<file path="src/async_serial_pkg.sv">
// Shared constants and types for the asynchronous serial adapter core
package async_serial_pkg;
    // Register map: one pair per aligned word
    localparam logic [11:0] CTRL_STATUS_OFFSET = 12'h000;
    localparam logic [11:0] DATA_OFFSET        = 12'h004;
    localparam int          PAIR_SEL_BIT       = 2;

    // Control register fields
    localparam int CR_DIV_LSB  = 0;
    localparam int CR_WORD_LSB = 2;
    localparam int CR_RTS_LO   = 5;
    localparam int CR_RTS_HI   = 6;
    localparam logic [7:0] CTRL_RESET = 8'h00;

    // Divide field codes
    localparam logic [1:0] DIV_ONE    = 2'h0;
    localparam logic [1:0] DIV_16     = 2'h1;
    localparam logic [1:0] DIV_64     = 2'h2;
    localparam logic [1:0] DIV_MRESET = 2'h3;

    // Clock edges per bit minus one, and half a bit minus one
    localparam logic [5:0] DIV1_LAST  = 6'h00;
    localparam logic [5:0] DIV16_LAST = 6'h0F;
    localparam logic [5:0] DIV64_LAST = 6'h3F;
    localparam logic [5:0] DIV16_HALF = 6'h07;
    localparam logic [5:0] DIV64_HALF = 6'h1F;

    // AXI responses
    localparam logic [1:0] RESP_OKAY   = 2'h0;
    localparam logic [1:0] RESP_SLVERR = 2'h2;

    typedef struct packed {
        logic eight;
        logic parOn;
        logic parOdd;
        logic twoStop;
    } format_type;

    typedef struct packed {
        logic irq;
        logic parErr;
        logic overrun;
        logic frameErr;
        logic cts;
        logic dcd;
        logic txEmpty;
        logic rxFull;
    } status_type;
endpackage

</file>
<file path="src/async_serial_adapter_core.sv">
// Asynchronous serial adapter core with an AXI4-Lite register slave
//
// Local design decisions: the AXI4-Lite slave port and the register addresses.
`timescale 1ns/1ps

module async_serial_adapter_core #(
    parameter int ADDR_W = 12
) (
    // Clock, reset, enable
    input  wire logic              clk,
    input  wire logic              srst,
    input  wire logic              ce,
    // AXI4-Lite write
    input  wire logic [ADDR_W-1:0] awaddr,
    input  wire logic              awvalid,
    output      logic              awready,
    input  wire logic [31:0]       wdata,
    input  wire logic [3:0]        wstrb,
    input  wire logic              wvalid,
    output      logic              wready,
    output      logic [1:0]        bresp,
    output      logic              bvalid,
    input  wire logic              bready,
    // AXI4-Lite read
    input  wire logic [ADDR_W-1:0] araddr,
    input  wire logic              arvalid,
    output      logic              arready,
    output      logic [31:0]       rdata,
    output      logic [1:0]        rresp,
    output      logic              rvalid,
    input  wire logic              rready,
    // Serial link and modem lines
    input  wire logic              txClk,
    output      logic              txData,
    input  wire logic              rxClk,
    input  wire logic              rxData,
    input  wire logic              cts,
    input  wire logic              dcd,
    output      logic              rtsN
);
    if (ADDR_W < 12) begin : g_addr_check
        $error("ADDR_W must be at least 12");
    end

    typedef enum logic [2:0] {TX_IDLE, TX_START, TX_DATA, TX_PARITY, TX_STOP} tx_state_type;
    typedef enum logic [2:0] {RX_IDLE, RX_HUNT, RX_DATA, RX_PARITY, RX_STOP} rx_state_type;

    // Returns {mapped, pair select}
    function automatic logic [1:0] decodeAddr(input logic [ADDR_W-1:0] a);
        logic [11:0] low;
        low = a[11:0];
        decodeAddr = 2'h0;
        // Shift, not a slice: no empty upper range when ADDR_W is 12
        if ((a >> 12) == '0 && low == async_serial_pkg::CTRL_STATUS_OFFSET) begin
            decodeAddr = 2'h2;
        end else if ((a >> 12) == '0 && low == async_serial_pkg::DATA_OFFSET) begin
            decodeAddr = 2'h3;
        end
    endfunction

    function automatic async_serial_pkg::format_type decodeFormat(input logic [2:0] w);
        decodeFormat.eight   = w[2];
        decodeFormat.parOn   = !(w[2] && !w[1]);
        decodeFormat.parOdd  = w[0] && !(w[2] && !w[1]);
        decodeFormat.twoStop = (!w[2] && !w[1]) || (w == 3'h4);
    endfunction

    function automatic logic [5:0] lastCount(input logic [1:0] d);
        unique case (d)
            async_serial_pkg::DIV_16: lastCount = async_serial_pkg::DIV16_LAST;
            async_serial_pkg::DIV_64: lastCount = async_serial_pkg::DIV64_LAST;
            default:                  lastCount = async_serial_pkg::DIV1_LAST;
        endcase
    endfunction

    // Control and mode state
    logic [7:0]                   ctrl;
    logic                         inReset;
    async_serial_pkg::format_type fmt;
    logic [1:0]                   divSel;
    logic [5:0]                   bitLast;
    logic [5:0]                   halfLast;

    // Bus state
    logic              awHeld;
    logic              wHeld;
    logic [ADDR_W-1:0] awAddrQ;
    logic [7:0]        wDataQ;
    logic              wLaneQ;
    logic              doWrite;
    logic [1:0]        wrHit;
    logic [1:0]        rdHit;
    logic              wrCtrl;
    logic              wrTx;
    logic              rdTake;
    logic              rxDataRead;

    // Transmitter
    tx_state_type txState;
    logic         txClkPrev;
    logic         txFall;
    logic [5:0]   txDivCnt;
    logic         txTick;
    logic [7:0]   txHold;
    logic         txHoldFull;
    logic [7:0]   txShift;
    logic [2:0]   txBit;
    logic         txStopLeft;
    logic         txLoad;
    logic         txParity;
    logic [2:0]   lastBit;

    // Receiver
    rx_state_type rxState;
    logic         rxClkPrev;
    logic         rxRise;
    logic [5:0]   rxCnt;
    logic         rxTick;
    logic [7:0]   rxShift;
    logic [2:0]   rxBit;
    logic         rxParBit;
    logic         rxDone;
    logic         rxAccept;
    logic [7:0]   rxHold;
    logic         rxFull;
    logic         overrun;
    logic         frameErr;
    logic         parErr;
    async_serial_pkg::status_type status;

    assign divSel   = ctrl[async_serial_pkg::CR_DIV_LSB +: 2];
    assign fmt      = decodeFormat(ctrl[async_serial_pkg::CR_WORD_LSB +: 3]);
    assign bitLast  = lastCount(divSel);
    assign halfLast = (divSel == async_serial_pkg::DIV_64) ? async_serial_pkg::DIV64_HALF
                                                           : async_serial_pkg::DIV16_HALF;
    assign lastBit  = fmt.eight ? 3'h7 : 3'h6;

    // Write channel: address and data may arrive in either order
    assign awready  = !awHeld && !bvalid;
    assign wready   = !wHeld && !bvalid;
    assign doWrite  = awHeld && wHeld && !bvalid;
    assign wrHit    = decodeAddr(awAddrQ);
    assign wrCtrl   = doWrite && wLaneQ && wrHit == 2'h2;
    assign wrTx     = doWrite && wLaneQ && wrHit == 2'h3;

    always_ff @(posedge clk) begin
        if (srst) begin
            awHeld  <= 1'b0;
            wHeld   <= 1'b0;
            bvalid  <= 1'b0;
            bresp   <= async_serial_pkg::RESP_OKAY;
            awAddrQ <= '0;
            wDataQ  <= 8'h00;
            wLaneQ  <= 1'b0;
        end else if (ce) begin
            if (awvalid && awready) begin
                awHeld  <= 1'b1;
                awAddrQ <= awaddr;
            end
            if (wvalid && wready) begin
                wHeld  <= 1'b1;
                wDataQ <= wdata[7:0];
                wLaneQ <= wstrb[0];
            end
            if (doWrite) begin
                awHeld <= 1'b0;
                wHeld  <= 1'b0;
                bvalid <= 1'b1;
                bresp  <= wrHit[1] ? async_serial_pkg::RESP_OKAY : async_serial_pkg::RESP_SLVERR;
            end else if (bvalid && bready) begin
                bvalid <= 1'b0;
            end
        end
    end

    // Read channel
    assign arready    = !rvalid;
    assign rdTake     = arvalid && arready;
    assign rdHit      = decodeAddr(araddr);
    assign rxDataRead = rdTake && rdHit == 2'h3;
    assign status     = '{irq: 1'b0, parErr: parErr, overrun: overrun, frameErr: frameErr,
                          cts: cts, dcd: dcd, txEmpty: !txHoldFull && !cts && !inReset,
                          rxFull: rxFull};

    always_ff @(posedge clk) begin
        if (srst) begin
            rvalid <= 1'b0;
            rdata  <= 32'h0000_0000;
            rresp  <= async_serial_pkg::RESP_OKAY;
        end else if (ce) begin
            if (rdTake) begin
                rvalid <= 1'b1;
                rresp  <= rdHit[1] ? async_serial_pkg::RESP_OKAY : async_serial_pkg::RESP_SLVERR;
                unique case (rdHit)
                    2'h2:    rdata <= {24'h000000, status};
                    2'h3:    rdata <= {24'h000000, rxHold};
                    default: rdata <= 32'h0000_0000;
                endcase
            end else if (rvalid && rready) begin
                rvalid <= 1'b0;
            end
        end
    end

    // Control register; power-up leaves the core in reset until programmed
    always_ff @(posedge clk) begin
        if (srst) begin
            ctrl    <= async_serial_pkg::CTRL_RESET;
            inReset <= 1'b1;
        end else if (ce && wrCtrl) begin
            ctrl    <= wDataQ;
            inReset <= wDataQ[async_serial_pkg::CR_DIV_LSB +: 2] == async_serial_pkg::DIV_MRESET;
        end
    end

    assign rtsN = !(!ctrl[async_serial_pkg::CR_RTS_HI] ||
                    (ctrl[async_serial_pkg::CR_RTS_LO] && ctrl[async_serial_pkg::CR_RTS_HI]));

    // Transmit clock edge and bit divider
    assign txFall = txClkPrev && !txClk;
    assign txTick = txFall && txDivCnt == bitLast;

    always_ff @(posedge clk) begin
        if (srst) begin
            txClkPrev <= 1'b0;
            txDivCnt  <= 6'h00;
        end else if (ce) begin
            txClkPrev <= txClk;
            if (inReset || txTick) begin
                txDivCnt <= 6'h00;
            end else if (txFall) begin
                txDivCnt <= txDivCnt + 6'h01;
            end
        end
    end

    // Holding register: a write in the load cycle is kept, not lost
    assign txLoad = txTick && txHoldFull && !inReset &&
                    (txState == TX_IDLE || (txState == TX_STOP && !txStopLeft));

    always_ff @(posedge clk) begin
        if (srst) begin
            txHold     <= 8'h00;
            txHoldFull <= 1'b0;
        end else if (ce) begin
            if (inReset) begin
                txHoldFull <= 1'b0;
            end else if (wrTx) begin
                txHold     <= wDataQ;
                txHoldFull <= 1'b1;
            end else if (txLoad) begin
                txHoldFull <= 1'b0;
            end
        end
    end

    assign txParity = ^(txShift & {fmt.eight, 7'h7F}) ^ fmt.parOdd;

    always_ff @(posedge clk) begin
        if (srst) begin
            txState    <= TX_IDLE;
            txData     <= 1'b1;
            txShift    <= 8'h00;
            txBit      <= 3'h0;
            txStopLeft <= 1'b0;
        end else if (ce) begin
            if (inReset) begin
                txState <= TX_IDLE;
                txData  <= 1'b1;
            end else if (txLoad) begin
                txShift <= txHold;
                txState <= TX_START;
                txData  <= 1'b0;
            end else if (txTick) begin
                unique case (txState)
                    TX_IDLE: txData <= 1'b1;
                    TX_START: begin
                        txState <= TX_DATA;
                        txBit   <= 3'h0;
                        txData  <= txShift[0];
                    end
                    TX_DATA: begin
                        if (txBit == lastBit) begin
                            txStopLeft <= fmt.twoStop;
                            txState    <= fmt.parOn ? TX_PARITY : TX_STOP;
                            txData     <= fmt.parOn ? txParity : 1'b1;
                        end else begin
                            txBit  <= txBit + 3'h1;
                            txData <= txShift[txBit + 3'h1];
                        end
                    end
                    TX_PARITY: begin
                        txState <= TX_STOP;
                        txData  <= 1'b1;
                    end
                    TX_STOP: begin
                        if (txStopLeft) begin
                            txStopLeft <= 1'b0;
                        end else begin
                            txState <= TX_IDLE;
                        end
                        txData <= 1'b1;
                    end
                endcase
            end
        end
    end

    // Receiver; carrier loss holds it idle
    assign rxRise   = !rxClkPrev && rxClk;
    assign rxTick   = rxRise && rxCnt == bitLast;
    assign rxDone   = rxTick && rxState == RX_STOP;
    assign rxAccept = rxDone && (!rxFull || rxDataRead);

    always_ff @(posedge clk) begin
        if (srst) begin
            rxClkPrev <= 1'b0;
            rxState   <= RX_IDLE;
            rxCnt     <= 6'h00;
            rxShift   <= 8'h00;
            rxBit     <= 3'h0;
            rxParBit  <= 1'b0;
        end else if (ce) begin
            rxClkPrev <= rxClk;
            if (inReset || dcd) begin
                rxState <= RX_IDLE;
                rxCnt   <= 6'h00;
            end else if (rxRise) begin
                rxCnt <= (rxState == RX_IDLE || rxTick) ? 6'h00 : rxCnt + 6'h01;
                unique case (rxState)
                    RX_IDLE: begin
                        if (!rxData) begin
                            rxShift <= 8'h00;
                            rxBit   <= 3'h0;
                            rxState <= (divSel == async_serial_pkg::DIV_ONE) ? RX_DATA : RX_HUNT;
                            rxCnt   <= (divSel == async_serial_pkg::DIV_ONE) ? 6'h00 : 6'h01;
                        end
                    end
                    RX_HUNT: begin
                        if (rxData) begin
                            rxState <= RX_IDLE;
                        end else if (rxCnt == halfLast) begin
                            rxState <= RX_DATA;
                            rxCnt   <= 6'h00;
                        end
                    end
                    RX_DATA: begin
                        if (rxTick) begin
                            rxShift[rxBit] <= rxData;
                            rxBit          <= rxBit + 3'h1;
                            if (rxBit == lastBit) begin
                                rxState <= fmt.parOn ? RX_PARITY : RX_STOP;
                            end
                        end
                    end
                    RX_PARITY: begin
                        if (rxTick) begin
                            rxParBit <= rxData;
                            rxState  <= RX_STOP;
                        end
                    end
                    RX_STOP: begin
                        if (rxTick) begin
                            rxState <= RX_IDLE;
                        end
                    end
                endcase
            end
        end
    end

    // Receive holding register and error flags; a new character beats a same-cycle read
    always_ff @(posedge clk) begin
        if (srst) begin
            rxHold   <= 8'h00;
            rxFull   <= 1'b0;
            overrun  <= 1'b0;
            frameErr <= 1'b0;
            parErr   <= 1'b0;
        end else if (ce) begin
            if (inReset) begin
                rxFull   <= 1'b0;
                overrun  <= 1'b0;
                frameErr <= 1'b0;
                parErr   <= 1'b0;
            end else if (rxAccept) begin
                rxHold   <= rxShift;
                rxFull   <= 1'b1;
                frameErr <= !rxData;
                parErr   <= fmt.parOn && (^rxShift ^ rxParBit ^ fmt.parOdd);
                overrun  <= 1'b0;
            end else if (rxDone) begin
                overrun <= 1'b1;
            end else if (rxDataRead) begin
                rxFull  <= 1'b0;
                overrun <= 1'b0;
            end
        end
    end
endmodule

</file>
<file path="config.mk">
export PLATFORM = sky130hd
export DESIGN_NAME = async_serial_adapter_core
export DESIGN_NICKNAME = d
export VERILOG_FILES = /design/src/async_serial_pkg.sv /design/src/async_serial_adapter_core.sv
export SDC_FILE = /design/constraint.sdc
export NUM_CORES = 1
export LEC_CHECK = 0
export BUFFER_PORTS_ARGS = -buffer_cell sky130_fd_sc_hd__buf_2
export CORE_ASPECT_RATIO = 0.75
export CORE_MARGIN = 2
export CORE_UTILIZATION = 45
export CTS_CLUSTER_DIAMETER = 50
export DETAILED_ROUTE_END_ITERATION = 16
export PLACE_DENSITY = 0.67
export SLEW_MARGIN = 20
export SYNTH_ARGS = -nofsm -noshare
export SYNTH_HDL_FRONTEND = slang
export SYNTH_SLANG_ARGS = --single-unit
</file>
<file path="constraint.sdc">
create_clock -name clk -period 1.9 [get_ports clk]
set_input_delay 0.095 -clock clk [delete_from_list [all_inputs] [get_ports clk]]
set_output_delay 0.095 -clock clk [all_outputs]
set_load 0.02 [all_outputs]
</file>
==> results of run 1 <==
-- state kept, by name (all words and copies together), names as in the netlist, 3 cells and up --
| signal | flops |
|---|---|
| txBit | 3 |
| ctrl | 7 |
| txShift | 8 |
| wDataQ | 8 |
| rxHold | 8 |
| txHold | 8 |
| rxCnt | 6 |
| rdata | 8 |
| awAddrQ | 12 |
| rxState | 3 |
| txDivCnt | 6 |
| rxShift | 8 |
| rxBit | 3 |
| txState | 3 |
-- what timing repair did --
action | 4_1_cts | 5_1_grt
pin swaps | 21 | 19
setup buffers | 6 | 5
endpoints found under the setup margin | 44 | 51
endpoints found under the hold margin | 21 | 0
resized for setup | 23 | 33
hold buffers | 21 | 0
cloned | 0 | 0
-- final timing paths --
path,to,slack (ns),cells after the start
setup / recovery,rxState[0],-0.18,8
hold / removal,txClkPrev,0.009,3
hold reg to reg,wDataQ[7],0.46,2
setup reg to reg,rxState[0],-0.18,8
-- layout make-up --
type / count / area (sq um) / area share, %
Tap cell: 166 / 208 / 2.79
Sequential cell: 109 / 2190 / 29.5
Multi-Input combinational cell: 517 / 3590 / 48.2
Clock buffer: 10 / 239 / 3.21
Inverter: 14 / 55.1 / 0.739
Clock inverter: 6 / 63.8 / 0.857
Timing Repair Buffer: 155 / 1100 / 14.8
-- placed cells by master (no fill, tap or decap), types with 4 or more instances in the layout --
cell type      synthesis  layout
nor3_2                 3       7
o31ai_1                4       4
xor2_1                 6       5
nor2_1                63      62
buf_4                 28      66
nor2b_1                7       7
nand3_1               17      15
nand4_1               15      15
conb_1                 1      26
o211ai_1               6       6
dfxtp_2                0       7
a21oi_1               49      48
mux2i_1               44      44
and3_1                 9       7
xnor2_1               20      20
and2_1                 5       4
mux2_2                 6       5
o21a_1                 4       4
nor4_2                 0       7
clkbuf_16              0       9
inv_1                 14      13
dlygate4sd3_1          0      21
nand2b_1              10      10
dfxtp_1              109     101
or3_4                  0       4
buf_6                  0       4
nand2_1               90      90
buf_2                  1      62
o21ai_0               19      15
nor3_1                13       9
or4_1                  5       4
-- logic make-up (layout without fill, tap and decap cells) --
logic type	after synthesis	after routing	synth area share [%]
and+or+nand+nor	279	279	24.8
AOI/OAI and AO/OA	127	127	15.0
DFF	109	109	38.2
buffers and inverters	70	185	6.47
muxes	52	52	9.69
xor gates and xnor gates	27	27	4.39
adders and majority gates	6	6	1.32
other	1	26	0.0657
-- report_power, final --
group	switching, mW	internal (mW)	total, mW
clock network	0.953	0.964	1.92
registers	0.0254	2.31	2.34
logic	0.266	0.176	0.442
-- per-layer routing --
layer / global-route usage [%] / share of wire (%) / vias to the layer above
met5: 0 / 0.081 / -
met4: 6.48 / 1.4 / 2
met3: 5.11 / 6.7 / 22
met2: 37.7 / 46 / 195
met1: 31.7 / 46 / 2571
li1: - / - / 2620
-- worst max-delay path: stages (launching register included) --
cell and delay [ns]:
dfxtp_2 0.35, inv_4 0.05, buf_12 0.11, ha_4 0.23
buf_4 0.15, a22o_4 0.27, a221oi_4 0.32, a211o_1 0.19
mux2_4 0.31
==> flow_summary.yaml, run 1 <==
synthesis:
  synth_edf_count: 0
  yosys-top-cells-count: "dfxtp_1, nand2_1, nor2_1"
  synth_area_sq_um: 5710
  yosysSeqAreaShare_pct: 38.2
  syn_inst: 671
  synth_top_cell_by_area: "dfxtp_1"
  synth_async_sr_flop_share_pct: 0
  synthDominantCellAreaShare_pct: 38.2
  synth_area_leaders: "dfxtp_1, mux2i_1, nand2_1, a21oi_1, nor2_1"
  synth_flop_cell: "dfxtp_1"
  syn_avg_cell_area_sq_um: 8.50
  synth_seq_cells: 109
  yosys.cell_count.top_type: "dfxtp_1"
  ys_warn_count: 0
  synth_cell_types: 76
placed_design:
  dpl_cell_area_sq_um: 6610
  dp.cells: 930
  preCtsSetupSlack_ns: -0.194
  port_buffers: 62
  gp_congestion: 0.913
  dp_hpwl_mm: 11.3
timing:
  whs_ns: 0.00948
  tightest_slew_ns: 0.769
  period_share_pct: 110
  maxSlewHeadroom_pct: 48.8
  hold_viol: 0
  fin_crit_ns: 2.08
  slew_violations: 0
  fin_ws_ns: -0.183
  setup_viol: 37
  max_freq_mhz: 480
  fin_skew_ns: 0.0104
  tns_ns: -2.33
  rsz0062_at_grt: "true"
routing:
  wl_per_cell_microns: 16.4
  vias: 5410
  drc: 0
  antenna_left: 0
  routed_via_density: 5.54
  routed_wl_mm: 16.0
  firstDrtPassIters: 5
  drt_iter0_drc: 270
status:
  status: "finished with violations"
  violations: "setup timing"
power_and_ir_drop:
  leakage_nw: 2.81
  power_density_nw_per_um2: 630
  power_mw: 4.70
  ir_worst_vdd_mv: 0.456
cts:
  clock_path_buffers: 2
  clock-sinks: 109
  cts_made_buffers: 9
  clkLatencyLatePin_ns: 0.36
  clk_pin_slew_ns: 0.08
  cts_tree: "built"
  htree_num_levels: 3
  cts_root_buf: "clkbuf_16"
layout:
  nets: 885
  utilization_pct: 60.3
  antenna_cells: 0
  drive_above_1_share_pct: 28.1
  n_fill_cell: 1073
  finalInstanceArea_sq_um: 7450
  fin_cells: 977
  synthToLayoutAreaGrowth_pct: 30.5
min_path:
  hold_path_startpoint: "txClk"
  min_path_type: "in -> reg"
grt:
  grt_pass1_wl_mm: 25.4
  grt_start_max_net_pins: 61
  gr-total-overflow: 0
  grt_usage_pct: 23.3
  grt_pass1_vias: 5094
  grt_antenna_before_repair: 1
die:
  ios: 116
  fp-row-count: 35
  die_area_sq_um: 13600
  die_w_microns: 134
  start_util_pct: 46.2
  coreArea_sq_um: 12300
  fp.dieH_microns: 102
worst_setup_path:
  arrival_ns: 2.33
  worstPathRequired_ns: 2.15
  path_max_fanout: 4
  crit_start: "ctrl[0]"
  crit_type: "reg -> reg"
  start_kind: "register"
  worstReg2RegStart: "ctrl[0]"
  cp-end-kind: "register"
flow_run:
  max-cap-violations: 0
Note: power is estimated with default switching activity, not from simulation.
==> inputs of run 2 (changes only) <==
--- a/config.mk
+++ b/config.mk
@@ -18 +18,2 @@
 export SYNTH_SLANG_ARGS = --single-unit
+export TNS_END_PERCENT = 20
==> constraint.sdc (replaced) <==
create_clock -name clk -period 1.9 [get_ports clk]
set_input_delay 0.19 -clock clk [delete_from_list [all_inputs] [get_ports clk]]
set_output_delay 0.19 -clock clk [all_outputs]
set_load 0.02 [all_outputs]
==> run 2 against run 1 <==
Compared with the run above: the run still ends with setup timing left; cell count decreased by 1.7%; power rose by 0.80%; highest routed layer is now met4; worst setup slack better by 0.015 ns; clock power rose by 4%.
==> flow_summary.yaml, run 2 (synthesis gave the netlist of run 1 again) <==
placed_design:
  port_buffers: 62
  dp_hpwl_mm: 11.1
  gp_congestion: 0.940
  preCtsSetupSlack_ns: -0.234
timing:
  rsz0062_at_grt: "true"
  slew_violations: 0
  setup_viol: 40
  tightest_slew_ns: 0.850
  whs_ns: 0.0730
  max_freq_mhz: 484
  fin_skew_ns: 0.0107
  period_share_pct: 109
  fin_ws_ns: -0.168
  maxSlewHeadroom_pct: 43.3
  hold_viol: 0
  fin_crit_ns: 2.07
power_and_ir_drop:
  power_density_nw_per_um2: 649
  ir_worst_vdd_mv: 0.642
  leakage_nw: 2.76
cts:
  clock-sinks: 109
  cts_root_buf: "clkbuf_16"
  clkLatencyLatePin_ns: 0.35
  cts_tree: "built"
  htree_num_levels: 3
  clk_pin_slew_ns: 0.08
  clock_path_buffers: 2
  cts_made_buffers: 9
  cts_hold_buf: 0
flow_run:
  max-cap-violations: 0
worst_setup_path:
  crit_type: "reg -> reg"
  start_kind: "register"
  worstPathRequired_ns: 2.14
  path_max_fanout: 6
  arrival_ns: 2.31
  cp-end-kind: "register"
status:
  status: "finished with violations"
  violations: "setup timing"
routing:
  routed_via_density: 5.51
  antenna_left: 0
  vias: 5291
  wl_per_cell_microns: 16.1
  firstDrtPassIters: 5
  routed_wl_mm: 15.5
  drt_iter0_drc: 316
  drc: 0
layout:
  final_common_cell: "dfxtp_1"
  largest_register_ffs: 12
  n_fill_cell: 1071
  regMostFlops: "awAddrQ"
  synthToLayoutAreaGrowth_pct: 27.8
  final_cell_mix: "dfxtp_1, nand2_1, buf_4"
  drive_above_1_share_pct: 29.3
  nets: 868
  antenna_cells: 0
die:
  die_w_microns: 134
  die_area_sq_um: 13600
  ios: 116
  coreArea_sq_um: 12300
  fp-row-count: 35
  start_util_pct: 46.2
  fp.dieH_microns: 102
grt:
  grt_antenna_before_repair: 1
  grt_start_max_net_pins: 73
  grt_pass1_vias: 5112
  gr-total-overflow: 0
  grt_pass1_wl_mm: 25.1
  grt_usage_pct: 22.9
min_path:
  min_path_type: "in -> reg"
[run 2: cell types whose count changed in the layout (fill, tap and decap cells not counted), sizes merged]
cell / change
buf: +4
bufinv: +1
clkinv: +1
clkinvlp: -1
dlygate4sd3: -21
inv: -1
[run 2: area by class of cell]
type	count	area (sq um)	area share, %
well taps	166	208	2.85
clock inverters	6	91.3	1.25
clock buffers	10	229	3.14
repair buffers	138	912	12.5
multi-input cells	517	3610	49.5
flip-flops and latches	109	2190	30.1
inverters	14	52.6	0.721
[run 2: layer usage]
| layer | GRT usage, % | vias to the layer above | routed length (microns) |
|---|---|---|---|
| li1 | - | 2593 | - |
| met1 | 32.1 | 2541 | 7560 |
| met2 | 36.3 | 144 | 6900 |
| met3 | 4.30 | 13 | 841 |
| met4 | 6.64 | 0 | 153 |
| met5 | 0 | - | 0 |
[run 2: path summary, 6_finish.rpt]
path	cells past startpoint	start	end	slack, ns
worst max-delay path	8	ctrl[0]	rxState[0]	-0.17
worst min-delay path	3	awaddr[4]	awAddrQ[4]	0.07
worst max register to register	8	ctrl[0]	rxState[0]	-0.17
worst min register to register	2	awAddrQ[1]	awAddrQ[1]	0.46
[run 2: report_power, final]
group          switching, mW  internal (mW)
sequential            0.0260           2.31
clock                  0.932           1.06
combinational          0.253          0.146
total                   1.21           3.52
[run 2: critical path, cell delays in order (launching register included)]
cell and delay [ns]:
dfxtp_2 0.34, inv_2 0.05, buf_6 0.11, ha_4 0.30, nor2_1 0.06, a22o_2 0.29, a221oi_2 0.31, a211o_1 0.17
mux2_2 0.33
[run 2: what timing repair did]
action	CTS	global route
endpoints found under the setup margin	44	48
hold endpoints to repair	0	0
gates resized for setup	27	31
pin swaps	10	25
buffers inserted	0	2
[run 2: metrics by stage]
| stage | area (sq um) | setup TNS [ns] | power (mW) | instances | utilization (%) |
|---|---|---|---|---|---|
| 2_1_floorplan | 5900 | -0.0750 | 2.65 | 696 | - |
| 3_3_place_gp | 6670 | -4.39 | 2.76 | 942 | 54.0 |
| 3_5_place_dp | 6670 | -5.22 | 2.77 | 942 | 54.0 |
| 4_1_cts | 7140 | -2.11 | 4.76 | 958 | 57.8 |
| 5_1_grt | 7290 | -6.09 | 4.90 | 960 | 59.1 |
| 6_report | 7290 | -2.73 | 4.73 | 960 | 59.1 |
